$ cat src/design/mqf_pkg.sv
package mqf_pkg;
   // bus geometry
   localparam int unsigned QUEUES     = 32;
   localparam int unsigned QBITS      = 5;
   localparam int unsigned QUADS      = 4;
   localparam int unsigned FLAG_W     = 8;
   localparam int unsigned ADDR_W     = 8;
   localparam int unsigned DEV_W      = 3;
   localparam int unsigned DEV_LSB    = 5;
   localparam int unsigned DATA_W     = 18;
   localparam int unsigned QUAD_W     = 2;
   localparam int unsigned PTR_W      = 12;
   localparam int unsigned SEL_DELAY  = 2;
   localparam int unsigned PRS_SETUP  = 2;
   // io level encoding
   localparam logic [1:0]  IO_LVTTL   = 2'h0;
   localparam logic [1:0]  IO_HSTL    = 2'h1;
   localparam logic [1:0]  IO_EHSTL   = 2'h2;
   // register map (byte addresses)
   localparam logic [7:0]  A_CTRL     = 8'h00;
   localparam logic [7:0]  A_STATUS   = 8'h04;
   localparam logic [7:0]  A_IRQ      = 8'h08;
   localparam logic [7:0]  A_MASK     = 8'h0C;
   localparam logic [7:0]  A_SEL      = 8'h10;
   // irq bit positions
   localparam int unsigned IRQ_PRS    = 0;
   localparam int unsigned IRQ_RSEL   = 1;
   localparam int unsigned IRQ_EMPTY  = 2;
   localparam int unsigned IRQ_W      = 3;
   // reset values and bus constants
   localparam logic [31:0] CTRL_RST   = 32'h0000_0000;
   localparam logic [31:0] ZERO32     = 32'h0000_0000;
   localparam logic [1:0]  HTRANS_NS  = 2'h2;
   localparam logic [1:0]  HRESP_OK   = 2'h0;
   // polled/direct state
   typedef enum logic [1:0] {MQF_DIRECT = 2'b01, MQF_POLLED = 2'b10} mqf_mode_e;
endpackage

$ cat src/design/mqf_sync_stage.sv
`timescale 1ns/1ns
// delay line of selectable depth, used for select-to-data alignment
module mqf_sync_stage #(
   parameter int unsigned W = 1,
   parameter int unsigned D = 2
) (
   // clocking
   input  wire logic         hclk,
   input  wire logic         hresetn,
   input  wire logic         ce,
   // data
   input  wire logic [W-1:0] din,
   output logic      [W-1:0] dout
);
   logic [W-1:0] stage [D];

   // shift chain
   always_ff @(posedge hclk or negedge hresetn) begin
      if (!hresetn) begin
         for (int i = 0; i < D; i++) begin
            stage[i] <= '0;
         end
      end else if (ce) begin
         stage[0] <= din;
         for (int i = 1; i < D; i++) begin
            stage[i] <= stage[i-1];
         end
      end
   end

   assign dout = stage[D-1];
endmodule

$ cat src/design/mqf_flag_readsel.sv
// Implementation choices: register access over AHB-Lite and the register offsets.
`timescale 1ns/1ns
// Function
// - almost-full bus shows eight queues, one of four quadrants.
// - flag mode latched from flag_mode_select on the first clock edge after master reset.
// - almost-full bus can be tri-stated for shared expansion.
// - direct mode quadrant picked by strobe, write address and address strobe.
// - polled mode steps quadrants on every write clock edge.
// - HSTL or eHSTL: sleep input gates write data inputs only.
// - LVTTL: sleep input ignored.
// - partial reset clears selected queue pointers only, configuration kept.
// - output data updated with read enable and queue selected, and on the two edges after a select.
// - read address strobe high takes new read queue.
// - low five address bits pick queue, upper three match device id.
// - one more old-queue word, new queue data on second edge.
// - output valid lags selection by two cycles, high when empty.
module mqf_flag_readsel
   import mqf_pkg::*;
#(
   parameter logic [2:0] DEVICE_ID = 3'h0   // arbitrary neutral id
) (
   // clock and reset
   input  wire logic                         hclk,
   input  wire logic                         hresetn,
   input  wire logic                         ce,
   // ahb-lite slave
   input  wire logic                         hsel,
   input  wire logic [31:0]                  haddr,
   input  wire logic [1:0]                   htrans,
   input  wire logic                         hwrite,
   input  wire logic [2:0]                   hsize,
   input  wire logic [31:0]                  hwdata,
   input  wire logic                         hready,
   output logic      [31:0]                  hrdata,
   output logic                              hreadyout,
   output logic      [1:0]                   hresp,
   // configuration straps
   input  wire logic                         flag_mode_select,
   input  wire logic [1:0]                   io_level,
   // write side
   input  wire logic [mqf_pkg::QUEUES-1:0]   almost_full_flag,
   input  wire logic                         full_quadrant_strobe,
   input  wire logic [mqf_pkg::ADDR_W-1:0]   write_queue_address,
   input  wire logic                         write_address_strobe,
   input  wire logic                         input_sleep,
   input  wire logic [mqf_pkg::DATA_W-1:0]   wdata_in,
   output logic      [mqf_pkg::DATA_W-1:0]   wdata_gated,
   output logic      [mqf_pkg::FLAG_W-1:0]   almost_full_flag_bus,
   output logic                              almost_full_flag_bus_oe,
   // partial reset
   input  wire logic                         partial_reset_n,
   output logic                              queue_ptr_clear,
   output logic      [mqf_pkg::QBITS-1:0]    queue_ptr_clear_id,
   // read side
   input  wire logic                         read_address_strobe,
   input  wire logic                         empty_quadrant_strobe,
   input  wire logic [mqf_pkg::ADDR_W-1:0]   read_queue_address,
   input  wire logic                         read_enable_n,
   input  wire logic                         output_enable_n,
   input  wire logic [mqf_pkg::DATA_W-1:0]   queue_rdata,
   input  wire logic                         queue_empty,
   output logic      [mqf_pkg::QBITS-1:0]    read_queue,
   output logic      [mqf_pkg::DATA_W-1:0]   read_data,
   output logic                              read_data_oe,
   output logic                              output_valid_n,
   // interrupt
   output logic                              irq
);
   mqf_mode_e                 mode;
   logic                      in_reset;
   logic [QUAD_W-1:0]         af_quad;
   logic                      wr_dev_hit;
   logic [QBITS-1:0]          wr_queue;
   logic                      rd_selected;
   logic [QBITS-1:0]          rd_prev;
   logic [1:0]                sel_age;
   logic                      sel_fresh;
   logic [FLAG_W-1:0]         af_bus;
   logic [31:0]               ctrl;
   logic [IRQ_W-1:0]          irq_stat;
   logic [IRQ_W-1:0]          irq_mask;
   logic                      ph_valid;
   logic                      ph_write;
   logic [7:0]                ph_addr;
   logic                      prs_seen;

   // quadrant selection and id decode
   wire [DEV_W-1:0]  wr_dev    = write_queue_address[DEV_LSB +: DEV_W];
   wire [DEV_W-1:0]  rd_dev    = read_queue_address[DEV_LSB +: DEV_W];
   wire              rd_hit    = (rd_dev == DEVICE_ID);
   wire              rd_take   = read_address_strobe && rd_hit;
   wire              wr_take   = write_address_strobe && (wr_dev == DEVICE_ID);
   wire              af_strobe = full_quadrant_strobe && (wr_dev == DEVICE_ID);
   wire              sleep_on  = input_sleep && (io_level != IO_LVTTL);
   wire              read_go   = !read_enable_n && rd_selected;
   wire              sw_tristate = ctrl[0];

   // write data gating in low-voltage io modes
   assign wdata_gated = sleep_on ? '0 : wdata_in;

   // quadrant slice of the queue flags
   always_comb begin
      af_bus = '0;
      for (int i = 0; i < FLAG_W; i++) begin
         af_bus[i] = almost_full_flag[{af_quad, 3'(i)}];
      end
   end

   // mode latched on the first enabled edge after master reset releases
   always_ff @(posedge hclk or negedge hresetn) begin
      if (!hresetn) begin
         in_reset <= 1'b1;
      end else if (ce) begin
         in_reset <= 1'b0;
      end
   end

   always_ff @(posedge hclk or negedge hresetn) begin
      if (!hresetn) begin
         mode <= MQF_DIRECT;
      end else if (ce && in_reset) begin
         mode <= flag_mode_select ? MQF_POLLED : MQF_DIRECT;
      end
   end

   // almost-full quadrant pointer
   always_ff @(posedge hclk or negedge hresetn) begin
      if (!hresetn) begin
         af_quad <= '0;
      end else if (ce) begin
         case (mode)
            MQF_POLLED: af_quad <= af_quad + 1'b1;
            MQF_DIRECT: begin
               if (af_strobe && write_address_strobe) begin
                  af_quad <= write_queue_address[QUAD_W-1:0];
               end
            end
            default:    af_quad <= '0;
         endcase
      end
   end

   // write queue and device-hit tracking
   always_ff @(posedge hclk or negedge hresetn) begin
      if (!hresetn) begin
         wr_dev_hit <= 1'b1;
         wr_queue   <= '0;
      end else if (ce && write_address_strobe) begin
         wr_dev_hit <= (wr_dev == DEVICE_ID);
         if (wr_take) begin
            wr_queue <= write_queue_address[QBITS-1:0];
         end
      end
   end

   // flag bus registered, tri-stated when not addressed
   always_ff @(posedge hclk or negedge hresetn) begin
      if (!hresetn) begin
         almost_full_flag_bus    <= '1;
         almost_full_flag_bus_oe <= 1'b0;
      end else if (ce) begin
         almost_full_flag_bus    <= af_bus;
         almost_full_flag_bus_oe <= wr_dev_hit && !sw_tristate;
      end
   end

   // partial reset: clears one queue's pointers
   always_ff @(posedge hclk or negedge hresetn) begin
      if (!hresetn) begin
         queue_ptr_clear    <= 1'b0;
         queue_ptr_clear_id <= '0;
         prs_seen           <= 1'b0;
      end else if (ce) begin
         queue_ptr_clear    <= !partial_reset_n && !prs_seen;
         queue_ptr_clear_id <= wr_queue;
         prs_seen           <= !partial_reset_n;
      end
   end

   // read queue selection
   always_ff @(posedge hclk or negedge hresetn) begin
      if (!hresetn) begin
         read_queue  <= '0;
         rd_prev     <= '0;
         rd_selected <= 1'b0;
      end else if (ce) begin
         if (rd_take && !empty_quadrant_strobe) begin
            rd_prev     <= read_queue;
            read_queue  <= read_queue_address[QBITS-1:0];
            rd_selected <= 1'b1;
         end else if (read_address_strobe && !rd_hit) begin
            rd_selected <= 1'b0;
         end
      end
   end

   // select age counter for the two stage lag
   always_ff @(posedge hclk or negedge hresetn) begin
      if (!hresetn) begin
         sel_age <= '0;
      end else if (ce) begin
         if (rd_take) begin
            sel_age <= 2'(SEL_DELAY);
         end else if (sel_age != '0) begin
            sel_age <= sel_age - 1'b1;
         end
      end
   end

   // forced word transfer during the two edges after select
   assign sel_fresh = (sel_age != '0);

   // output data register
   always_ff @(posedge hclk or negedge hresetn) begin
      if (!hresetn) begin
         read_data <= '0;
      end else if (ce && (read_go || sel_fresh)) begin
         read_data <= queue_rdata;
      end
   end

   assign read_data_oe = !output_enable_n && rd_selected;

   // output valid, aligned to data path
   mqf_sync_stage #(.W(1), .D(SEL_DELAY)) u_ov_lag (
      .hclk    (hclk),
      .hresetn (hresetn),
      .ce      (ce),
      .din     (queue_empty || !rd_selected),                             // no selection, no valid word
      .dout    (output_valid_n)
   );

   // ahb-lite address phase capture
   always_ff @(posedge hclk or negedge hresetn) begin
      if (!hresetn) begin
         ph_valid <= 1'b0;
         ph_write <= 1'b0;
         ph_addr  <= '0;
      end else if (ce && hready) begin
         ph_valid <= hsel && (htrans == HTRANS_NS);
         ph_write <= hwrite;
         ph_addr  <= haddr[7:0];
      end
   end

   wire wr_ctrl  = ph_valid && ph_write && (ph_addr == A_CTRL);
   wire wr_mask  = ph_valid && ph_write && (ph_addr == A_MASK);
   wire rd_irq   = ph_valid && !ph_write && (ph_addr == A_IRQ);
   wire [IRQ_W-1:0] irq_evt = {
      sel_age == 2'h1 && queue_empty,
      rd_take,
      queue_ptr_clear
   };

   // control and mask registers
   always_ff @(posedge hclk or negedge hresetn) begin
      if (!hresetn) begin
         ctrl     <= CTRL_RST;
         irq_mask <= '0;
      end else if (ce) begin
         if (wr_ctrl) ctrl <= hwdata;
         if (wr_mask) irq_mask <= hwdata[IRQ_W-1:0];
      end
   end

   // sticky status, read clears, new event wins
   always_ff @(posedge hclk or negedge hresetn) begin
      if (!hresetn) begin
         irq_stat <= '0;
      end else if (ce) begin
         irq_stat <= (rd_irq ? '0 : irq_stat) | irq_evt;
      end
   end

   assign irq = |(irq_stat & irq_mask);

   // read mux
   always_comb begin
      hrdata = ZERO32;
      if (ph_valid && !ph_write) begin
         case (ph_addr)
            A_CTRL:   hrdata = ctrl;
            A_STATUS: hrdata = {16'h0000, 3'h0, output_valid_n, mode == MQF_POLLED,
                                af_quad, rd_selected, 3'h0, read_queue};
            A_IRQ:    hrdata = {29'h0000_000, irq_stat};
            A_MASK:   hrdata = {29'h0000_000, irq_mask};
            A_SEL:    hrdata = {24'h00_0000, 3'h0, wr_queue};
            default:  hrdata = ZERO32;
         endcase
      end
   end

   assign hreadyout = 1'b1;
   assign hresp     = HRESP_OK;
endmodule

$ cat config.mk
export PLATFORM = sky130hd
export DESIGN_NAME = mqf_flag_readsel
export DESIGN_NICKNAME = d
export VERILOG_FILES = /design/src/design/mqf_pkg.sv /design/src/design/mqf_sync_stage.sv /design/src/design/mqf_flag_readsel.sv
export SDC_FILE = /design/constraint.sdc
export NUM_CORES = 1
export LEC_CHECK = 0
export BUFFER_PORTS_ARGS = -buffer_cell sky130_fd_sc_hd__buf_2
export CORE_ASPECT_RATIO = 0.6
export CORE_MARGIN = 2
export CORE_UTILIZATION = 49
export DETAILED_ROUTE_END_ITERATION = 8
export PLACE_DENSITY = 0.85
export SYNTH_ARGS = -nofsm -noshare
export SYNTH_HDL_FRONTEND = slang
export SYNTH_SLANG_ARGS = --single-unit
$ cat constraint.sdc
create_clock -name hclk -period 3.8 [get_ports hclk]
set_input_delay 0.76 -clock hclk [delete_from_list [all_inputs] [get_ports hclk]]
set_output_delay 0.76 -clock hclk [all_outputs]
set_load 0.005 [all_outputs]
==> key figures, run 1 <==
Layout
  – Reg area: 2591 µm²
  – N_diodes: 0
  – Filler-free cell count of the finished design: 750
  – Share of cells above drive strength 1: 61.63%
  – Fill cells: 777
  – Multi-input logic area: 2310 µm²
  – Area Growth Syn to Fin: 30.03%
  – # nets final: 785

Placed design
  – GPL Wtd Cong: 0.8459
  – Port bufs: 234
  – DP HPWL: 10320 µm
  – Post-placement cell count: 734

Power
  – Static leakage: 3.564 nW
  – Power Internal: between 2 and 2.5 mW
  – Switch Pwr: approximately 0.78 mW
  – Clock share of power: 32.4%
  – Switching portion of total power: 25.62%
  – Sequential power share: 46.9%
  – PwrDens: around 450 nW/µm²
  – Gate power share: roughly a fifth
  – Maximum vdd drop: 0.3501 mV

Timing
  – Final Setup Violations: 0
  – Worst Tran Pin Value: 1.116 ns
  – Relative slew slack: between 20 and 30%
  – Period Utilization, post-route: 85.37%
  – Clk_skew: around 0.0056 ns
  – Final Critical Period: between 3 and 4 ns
  – Setup_tns: 0 ns
  – Max frequency: a little over 300 MHz
  – Final hold vios: 0
  – RSZ-0062 raised after global routing: false
  – Slew Viols, Final: 0

Clocking
  – H-tree levels: 3
  – Post-CTS Repair Setup Buffers: 0
  – CTS Root Cell: clkbuf_16
  – Clock sinks: 103
  – CTS Buf Count: 9
  – Deepest clock path buffer count: 2
  – Post-CTS Hold Buffers: 0
  – Post_cts resized: 0
  – Clk pin slew, worst setup/hold paths: around 0.070 ns
  – Clock latency on the worst-skew pair: 0.33 ns
  – CTS tree: done

Global routing
  – Vias in the first global route: 4190
  – First-pass GRT wire length: 20880 µm
  – Initial antenna violation count: 0
  – Global Route Usage Sum: 23.64%
  – Gr ovfl total: 0
  – Pin count of the biggest net entering global routing: ~90

Yosys
  – Cells after Synth: 380
  – Synth Flop Type: dfrtp_1
  – Avg Cell Area, Syn: about 13 µm²
  – Seq cells post-synth: 103
  – Mapped Area: ~5000 µm²
  – Ys async rst share: 100.0%
  – Post-synthesis sequential area ratio: approximately 51%
  – Post-synth EDFFs: 0
  – Number of unique standard cell types used by synthesis: 49
  – Yosys warnings: 0

Floorplan
  – I/O pin count: 265
  – Die Area: 11310 µm²
  – Initial Util: about half
  – Row cnt: 28
  – Die X: about 140 µm
  – Core area: between 10000 and 15000 µm²
  – Die Y: 83.18 µm

Worst setup path
  – Critical Path Max Stage Delay: roughly 0.65 ns
  – Critical setup path kind: reg -> out
  – CP max-delay cell: or4_4
  – Crit path launch type: flop
  – WP data required: 3.04 ns
  – CP Cell Sequence: or4_4 -> nor4b_4 -> a22oi_1 -> nor2_1 -> buf_2
  – Worst path arrival time: 2.48 ns
  – Critical path endpoint category: output port
  – Crit Path Max Fanout: 8

Outcome
  – Status: complete, no violations

Detailed routing
  – TritonRoute pass-1 iters: 4
  – Drt first-iter violations: 120
  – DRT antenna net count: 0
  – WL final: 13460 µm
  – Vias: 3949
  – Vias per inst: 5.265
  – Post-DR wirelength/cell: 17.95 µm
  – DRC Markers: 0

Run
  – Max-cap violations: 0

Hold path
  – Hold Crit Class: reg -> reg
[per-stage QoR]
step / util (%) / instance area [µm²] / worst slack [ns] / hold slack (ns) / total power, mW
floorplan: - / 5124 / 1.282 / 0.4344 / 1.755
global placement: 63.21 / 6334 / 0.8939 / 0.4447 / 2.022
detailed placement: 63.21 / 6334 / 0.9097 / 0.4563 / 2.068
CTS: 66.45 / 6658 / 0.5321 / 0.4652 / 3.061
global route: 66.45 / 6658 / 0.4128 / 0.4880 / 3.183
finish: 66.45 / 6658 / 0.5558 / 0.4629 / 3.029
[synth_stat cells (8+ instances only)]
library cell	n	share of area, %
a22oi_1	10	1.5
and2_1	18	2.2
and3_1	21	2.6
clkbuf_1	8	0.59
dfrtp_1	92	45
dfstp_2	11	5.6
inv_1	12	0.88
mux2_2	66	15
mux2_4	30	8.8
mux4_2	8	3.5
nand2_1	12	0.88
nor2_1	15	1.1
[layout by cell type (no fill, tap or decap), types with 2 or more instances in the layout]
| cell | count |
|---|---|
| a21oi_1 | 4 |
| nor4_1 | 4 |
| a22oi_1 | 10 |
| and3_2 | 3 |
| mux2_2 | 66 |
| nor3_1 | 2 |
| dfstp_2 | 11 |
| nand3b_1 | 2 |
| and3_1 | 21 |
| mux2i_1 | 2 |
| dfrtp_1 | 92 |
| buf_2 | 233 |
| clkbuf_16 | 9 |
| o211ai_1 | 2 |
| nor2_1 | 15 |
| ha_1 | 4 |
| buf_4 | 7 |
| a21o_1 | 3 |
| conb_1 | 3 |
| o21ai_0 | 3 |
| mux4_2 | 8 |
| inv_1 | 12 |
| nand3_1 | 2 |
| nand2_1 | 12 |
| nor2b_1 | 6 |
| and2_1 | 18 |
| nand2b_1 | 6 |
| bufinv_16 | 2 |
| or4_4 | 2 |
| mux2_4 | 30 |
[power by group through the flow]
stage | Combinational (mW) | Clock, mW | Sequential (mW)
2_1_floorplan | 0.346 | 0 | 1.41
5_1_grt | 0.686 | 1.05 | 1.45
3_3_place_gp | 0.599 | 0 | 1.42
3_5_place_dp | 0.630 | 0 | 1.44
6_report | 0.625 | 0.983 | 1.42
4_1_cts | 0.633 | 1.01 | 1.42
[worst max-delay path, delay by kind of cell, from the launching register on]
family                 cells  cell delay, ns
and+or+nand+nor            3            1.39
AOI/OAI and AO/OA          1            0.13
buffers and inverters      1            0.14
DFF                        1            0.49
[logic make-up (layout without fill, tap and decap cells)]
group / Yosys count / count (layout) / share of synthesized area (%)
AO/OA/AOI/OAI: 33 / 33 / 4.594
other: 2 / 3 / 0.1467
AND/OR/NAND/NOR: 97 / 97 / 11.93
XOR/XNOR: 1 / 1 / 0.1711
flip-flops: 103 / 103 / 50.61
multiplexers: 106 / 106 / 27.22
buffers and inverters: 34 / 268 / 4.350
adder cells (fa/ha/maj): 4 / 4 / 0.9776
[flip-flops by register name, summed over array words and instances (netlist names), 3 cells and up]
| name | flops |
|---|---|
| ctrl | 32 |
| read_data | 18 |
| almost_full_flag_bus | 8 |
| ph_addr | 8 |
| queue_ptr_clear_id | 5 |
| read_queue | 5 |
| wr_queue | 5 |
| irq_mask | 3 |
| irq_stat | 3 |
[layout make-up]
type	instances	share of cell area, %
clock buffer	11	3.646
clock inverter	5	1.222
inverter	12	0.6766
multi-input combinational	244	34.69
sequential	103	38.92
tap	135	2.537
timing repair buffer	240	18.30
[path summary, 6_finish.rpt]
kind                             from               to  slack [ns]  cells after the start
setup / recovery           ph_addr[4]       hrdata[12]        0.56                      5
max in group asynchronous     hresetn      irq_mask[2]        2.32                      2
hold / removal               prs_seen  queue_ptr_clear        0.46                      1
min in group asynchronous     hresetn         ctrl[19]        0.63                      1
setup reg to reg           ph_addr[4]         ctrl[10]        1.45                      4
hold reg to reg              prs_seen  queue_ptr_clear        0.46                      1
[per-layer routing]
metal  track usage, %  wire (µm)
met1            28.81       5545
met2            40.68       6628
met3            7.387       1102
met4            6.345        184
met5                0          0
Power figures use the tool's default switching activity.
==> run 2, diff against run 1 <==
- BUFFER_PORTS_ARGS: -buffer_cell sky130_fd_sc_hd__buf_2 -> default
- CORE_UTILIZATION: 49 -> 55
- CTS_CLUSTER_DIAMETER: default -> 120
- DONT_BUFFER_PORTS: default -> 1
- PLACE_DENSITY: 0.85 -> 0.69
==> key figures, run 2 (same netlist as run 1, synthesis figures left out) <==
Floorplan
  – Row cnt: 27 (-3.6%)
  – Initial Util: 56.13% (+5.0 points)
  – Die X: 128.6 µm (-5.4%)
  – Die Area: 10120 µm² (-10%)
  – Core area: 9121 µm² (-9.0%)
  – Die Y: 78.74 µm (-5.3%)
  – I/O pin count: 265 (unchanged)

Worst setup path
  – Critical Path Start: ph_addr[4]
  – Reg-to-Reg Start: ph_addr[4]
  – WP data required: 3.04 ns (about the same)
  – Crit path launch type: flop
  – Worst path arrival time: 2.42 ns (-0.06 ns)
  – Crit Path Max Fanout: 8 (unchanged)
  – Critical path endpoint category: output port
  – Critical setup path kind: reg -> out
  – Worst R2R Path Depth: 4 (unchanged)

Clocking
  – Clk pin slew, worst setup/hold paths: 0.07 ns (about the same)
  – CTS Buf Count: 9 (unchanged)
  – Clock latency on the worst-skew pair: 0.34 ns (about the same)
  – H-tree levels: 3 (unchanged)
  – Clock sinks: 103 (unchanged)
  – CTS tree: done
  – Post-CTS Hold Buffers: 0 (unchanged)
  – CTS Root Cell: clkbuf_16
  – Deepest clock path buffer count: 2 (unchanged)
  – Post-CTS Repair Setup Buffers: 0 (unchanged)
  – Post_cts resized: 0 (unchanged)

Detailed routing
  – Vias per inst: 6.158 (+17%)
  – Post-DR wirelength/cell: 22.44 µm (+25%)
  – DRC Markers: 0 (unchanged)
  – WL final: 11090 µm (-18%)
  – DRT antenna net count: 0 (unchanged)
  – TritonRoute pass-1 iters: 6 (+2)
  – Drt first-iter violations: 213 (+78%)
  – Vias: 3042 (-23%)

Layout
  – Commonest non-fill, non-tap cell in the layout: dfrtp_1
  – Share of cells above drive strength 1: 37.30% (-24 points)
  – Area Growth Syn to Fin: 5.572%
  – Fill cells: 730 (-6.0%)
  – Design area: 5405 µm² (-19%)
  – Final core utilization: 59.26% (-7.2 points)
  – N_diodes: 0 (unchanged)
  – Largest regs: ctrl (32), read_data (18)
  – # nets final: 548 (-30%)
  – Largest register FFs: 32 (unchanged)
  – Largest reg by FF count: ctrl
  – Commonest non-fill, non-tap cells in the layout: dfrtp_1, mux2_2, mux2_4

Timing
  – Final hold slack: 0.1101 ns (-0.3529 ns)
  – Final hold vios: 0 (unchanged)
  – Setup_tns: 0 ns (unchanged)
  – Max frequency: 314.5 MHz (+2.0%)
  – Final Setup Violations: 0 (unchanged)
  – Final Critical Period: 3.180 ns (-0.06431 ns)
  – Clk_skew: 0.006102 ns (+0.0004805 ns)
  – RSZ-0062 raised after global routing: false
  – Slew Viols, Final: 0 (unchanged)
  – Worst Tran Pin Value: 0.9418 ns (-0.1738 ns)
  – Period Utilization, post-route: 83.68% (-1.7 points)
  – Relative slew slack: 37.15% (+12 points)

Global routing
  – Gr ovfl total: 0 (unchanged)
  – Global Route Usage Sum: 21.57% (-2.1 points)
  – Initial antenna violation count: 0 (unchanged)
  – Pin count of the biggest net entering global routing: 104 (+14%)
  – First-pass GRT wire length: 16620 µm (-20%)
  – Vias in the first global route: 3088 (-26%)

Placed design
  – Port bufs: 0 (-100%)
  – Placed cell areas: 5114 µm² (-19%)
  – GPL Wtd Cong: 0.8753 (+3.5%)
  – DP HPWL: 8291 µm (-20%)

Power
  – Static leakage: 2.535 nW (-29%)
  – PwrDens: 501.0 nW/µm² (+10%)
  – Maximum vdd drop: 0.2878 mV (-18%)

Hold path
  – Hold Crit Class: in -> async

Run
  – Max-cap violations: 0 (unchanged)

Outcome
  – Status: complete, no violations
## run 2: changes by cell type in the layout (fill, tap and decap cells not counted)
cell        previous run  this run
clkbuf_8               1         0
clkinvlp_4             1         2
buf_4                  7         3
buf_2                233         0
bufinv_16              2         1
clkbuf_1               1         2
## run 2: path summary, 6_finish.rpt
check / end / slack, ns
setup reg to reg: ctrl[12] / 1.42
min in group hclk: in_reset / 0.46
hold / removal: queue_ptr_clear_id[0] / 0.11
hold reg to reg: queue_ptr_clear / 0.47
setup / recovery: hrdata[4] / 0.62
max in group asynchronous: wr_dev_hit / 3.39
## run 2: critical path, stage by stage, from the launching register on
cell	delay, ns
dfrtp_1	0.54
or4_4	0.67
nor4b_4	0.50
a22oi_1	0.17
nor2_1	0.21
## run 2: metal layers
| metal | part of all wire, % | global-route usage, % | vias up |
|---|---|---|---|
| li1 | - | - | 1346 |
| met1 | 43 | 29.41 | 1526 |
| met2 | 46 | 33.30 | 160 |
| met3 | 10 | 7.682 | 10 |
| met4 | 1.0 | 5.326 | 0 |
| met5 | 0 | 0 | - |
## run 2: per-stage QoR
| step | total power [mW] | instances | setup WS, ns |
|---|---|---|---|
| after detailed placement | 1.834 | 478 | 0.9630 |
| after global routing | 2.840 | 494 | 0.4871 |
| after CTS | 2.743 | 494 | 0.5924 |
| after global placement | 1.813 | 478 | 0.9942 |
| after floorplan | 1.755 | 381 | 1.282 |
| final | 2.708 | 494 | 0.6201 |
## run 2: cell type report
cell class,instances,area [µm²],share of cell area (%)
Timing Repair Buffer,3,22.52,0.4167
Multi-Input combinational cell,244,2310,42.73
Clock buffer,11,232.7,4.306
Sequential cell,103,2591,47.94
Clock inverter,5,58.81,1.088
Inverter,12,45.04,0.8333
Tap cell,116,145.1,2.685
## run 2: power by group
| group | switching, mW | internal [mW] |
|---|---|---|
| sequential | 0.168 | 1.29 |
| clock | 0.386 | 0.511 |
| combinational | 0.127 | 0.229 |
==> run 3, diff against run 2 <==
- ABC_AREA: default -> 1
- clock period: 3.8 -> 3.2 ns (I/O delays scaled with it)
==> key figures, run 3 <==
Worst setup path
  – Crit Path Max Fanout: 43 (+35)
  – CP Cell Sequence: nor2_1 -> nand2_1 -> nor2_2 -> buf_12 -> inv_1 -> nor2_1
  – Critical path endpoint category: output port
  – Crit path launch type: flop
  – Critical Path Max Stage Delay: 0.44 ns (-0.23 ns)
  – Cell family with most CP delay: simple AND/OR/NAND/NOR gates
  – Worst path arrival time: 2.01 ns (-0.41 ns)
  – R2r setup slk: 1.47 ns (+0.05 ns)
  – Worst path most repeated cell: nor2_1
  – CP max-delay cell: dfrtp_1
  – WP buf/inv: 2 (+2)
  – Critical setup path kind: reg -> out
  – Reg-to-Reg Start: rd_selected
  – Worst R2R Path Depth: 3 (-1)
  – Worst reg2reg path endpoint: read_data[1]
  – WP data required: 2.56 ns (-0.48 ns)

Timing
  – Slew Viols, Final: 0 (unchanged)
  – Max frequency: 376.8 MHz
  – Final Setup Violations: 0 (unchanged)
  – RSZ-0062 raised after global routing: false
  – Setup_tns: 0 ns (unchanged)
  – Relative slew slack: 30.48% (-6.7 points)
  – Worst Tran Pin Value: 1.043 ns (+0.1010 ns)
  – Final Critical Period: 2.654 ns
  – Period Utilization, post-route: around 83%
  – Clk_skew: 0.006491 ns (+0.0003889 ns)
  – Final hold vios: 0 (unchanged)

Floorplan
  – Row cnt: 27 (unchanged)
  – Die Y: 78.56 µm (-0.22%)
  – Die Area: 10080 µm² (-0.45%)
  – Initial Util: 56.08% (about the same)
  – Die X: 128.3 µm (-0.23%)
  – I/O pin count: 265 (unchanged)
  – Core area: 9087 µm² (-0.37%)

Yosys
  – Avg Cell Area, Syn: 7.550 µm² (-44%)
  – Most frequent cell after synthesis: nand2_1
  – Ys async rst share: 100.0% (unchanged)
  – Seq cells post-synth: 103 (unchanged)
  – Post-synth EDFFs: 0 (unchanged)
  – Synth top area cells: dfrtp_1, nand2_1, nor2_1
  – Cells after Synth: 675 (+78%)
  – Synth top cells by count: nand2_1, nor2_1, dfrtp_1, inv_1, nand3_1
  – Number of unique standard cell types used by synthesis: 31 (-37%)
  – Post-synthesis sequential area ratio: 50.85% (+0.24 points)
  – Yosys top cell area share: 45.18% (+0.21 points)
  – Synth area leader: dfrtp_1
  – Yosys warnings: 0 (unchanged)
  – Synth Flop Type: dfrtp_1
  – Mapped Area: 5096 µm² (-0.46%)

Global routing
  – Global Route Usage Sum: 25.10% (+3.5 points)
  – Pin count of the biggest net entering global routing: 93 (-11%)
  – First-pass GRT wire length: 19690 µm (+18%)
  – Gr ovfl total: 0 (unchanged)
  – Vias in the first global route: 3945 (+28%)
  – Initial antenna violation count: 0 (unchanged)

Clocking
  – CTS Buf Count: 9 (unchanged)
  – Post-CTS Hold Buffers: 1 (+1)
  – H-tree levels: 3 (unchanged)
  – CTS Root Cell: clkbuf_16
  – CTS tree: done
  – Post_cts resized: 0 (unchanged)
  – Post-CTS Repair Setup Buffers: 0 (unchanged)
  – Clk pin slew, worst setup/hold paths: 0.07 ns (about the same)
  – Clock sinks: 103 (unchanged)
  – Clock latency on the worst-skew pair: 0.34 ns (about the same)
  – Deepest clock path buffer count: 2 (unchanged)

Layout
  – Commonest non-fill, non-tap cell in the layout: nand2_1
  – Largest regs: ctrl (32), read_data (18)
  – Share of cells above drive strength 1: 6.627% (-31 points)
  – # nets final: 834 (+52%)
  – N_diodes: 0 (unchanged)
  – Multi-input logic area: 2067 µm² (-11%)
  – Largest register FFs: 32 (unchanged)
  – Area Growth Syn to Fin: 7.783%
  – Largest reg by FF count: ctrl
  – Reg area: 2591 µm² (unchanged)
  – Fill cells: 836 (+15%)
  – Final core utilization: 60.44% (+1.2 points)
  – Commonest non-fill, non-tap cells in the layout: nand2_1, nor2_1, dfrtp_1

Placed design
  – Port bufs: 0 (unchanged)
  – GPL Wtd Cong: 0.8251 (-5.7%)
  – DP HPWL: 9080 µm (+9.5%)

Power
  – Maximum vdd drop: 0.3903 mV (+36%)
  – Static leakage: 2.738 nW (+8.0%)
  – PwrDens: 650.2 nW/µm² (+30%)

Detailed routing
  – Drt first-iter violations: 317 (+49%)
  – Vias per inst: 5.418 (-12%)
  – DRC Markers: 0 (unchanged)
  – DRT antenna net count: 0 (unchanged)
  – TritonRoute pass-1 iters: 5 (-1)
  – Post-DR wirelength/cell: 16.25 µm (-28%)
  – WL final: 12670 µm (+14%)
  – Vias: 4226 (+39%)

Outcome
  – Status: complete, no violations

Run
  – Max-cap violations: 0 (unchanged)

Hold path
  – Hold Crit Class: in -> async
==> run 3: changes by cell type after synthesis, sizes merged, moves of 10 or more <==
cell	change
nand2	+189
and2	-18
inv	+59
o21ai	+55
and3	-24
mux2	-92
a22oi	-10
nand3	+61
nor2	+84
==> run 3: cell type report <==
class,instances,share of cell area [%]
clock buffers,10,4.169
clock inverters,6,2.118
inverters,73,4.989
multi-input cells,467,37.63
flip-flops and latches,103,47.18
well taps,116,2.642
repair buffers,5,1.276
==> run 3: routing by layer <==
layer,vias to the layer above,part of all wire (%),GRT usage [%]
li1,2069,-,-
met1,1962,44,34.12
met2,177,45,38.24
met3,18,9.2,8.384
met4,0,1.4,7.802
met5,-,0,0
==> run 3: logic make-up (layout without fill, tap and decap cells) <==
kind of cell,after synthesis,after routing,synth area share [%]
other cells,2,3,0.1474
flops,103,103,50.85
simple gates,372,372,29.46
compound gates,83,83,8.839
xor+xnor,1,1,0.1719
mux,4,4,0.8838
fa+ha+maj,4,4,0.9821
buf+inv,106,94,8.667
==> run 3: where the power goes <==
| part | internal, mW | switching [mW] |
|---|---|---|
| clock network | 0.773 | 0.486 |
| logic | 0.196 | 0.331 |
| registers | 1.56 | 0.226 |
| total | 2.53 | 1.04 |
==> run 3: stage by stage <==
step / cell area [µm²] / cells / setup slack [ns] / power, mW / hold WS (ns)
6_report: 5493 / 780 / 0.5464 / 3.571 / 0.1274
5_1_grt: 5493 / 780 / 0.3894 / 3.782 / 0.1067
4_1_cts: 5493 / 780 / 0.5393 / 3.595 / 0.1195
3_5_place_dp: 5120 / 763 / 0.9485 / 2.307 / 0.3473
3_3_place_gp: 5120 / 763 / 1.028 / 2.266 / 0.3475
2_1_floorplan: 5100 / 676 / 1.205 / 2.174 / 0.3444
==> run 3: how the worst max path moves through the flow <==
stage,from,to,slack (ns),cells after the start
after floorplan,io_level[1],wdata_gated[10],1.21,4
after global placement,ph_addr[2],hrdata[23],1.03,6
after detailed placement,ph_addr[2],hrdata[23],0.95,6
after CTS,ph_addr[2],hrdata[23],0.54,6
after global routing,ph_addr[7],hrdata[23],0.39,6
final,ph_addr[2],hrdata[30],0.55,6
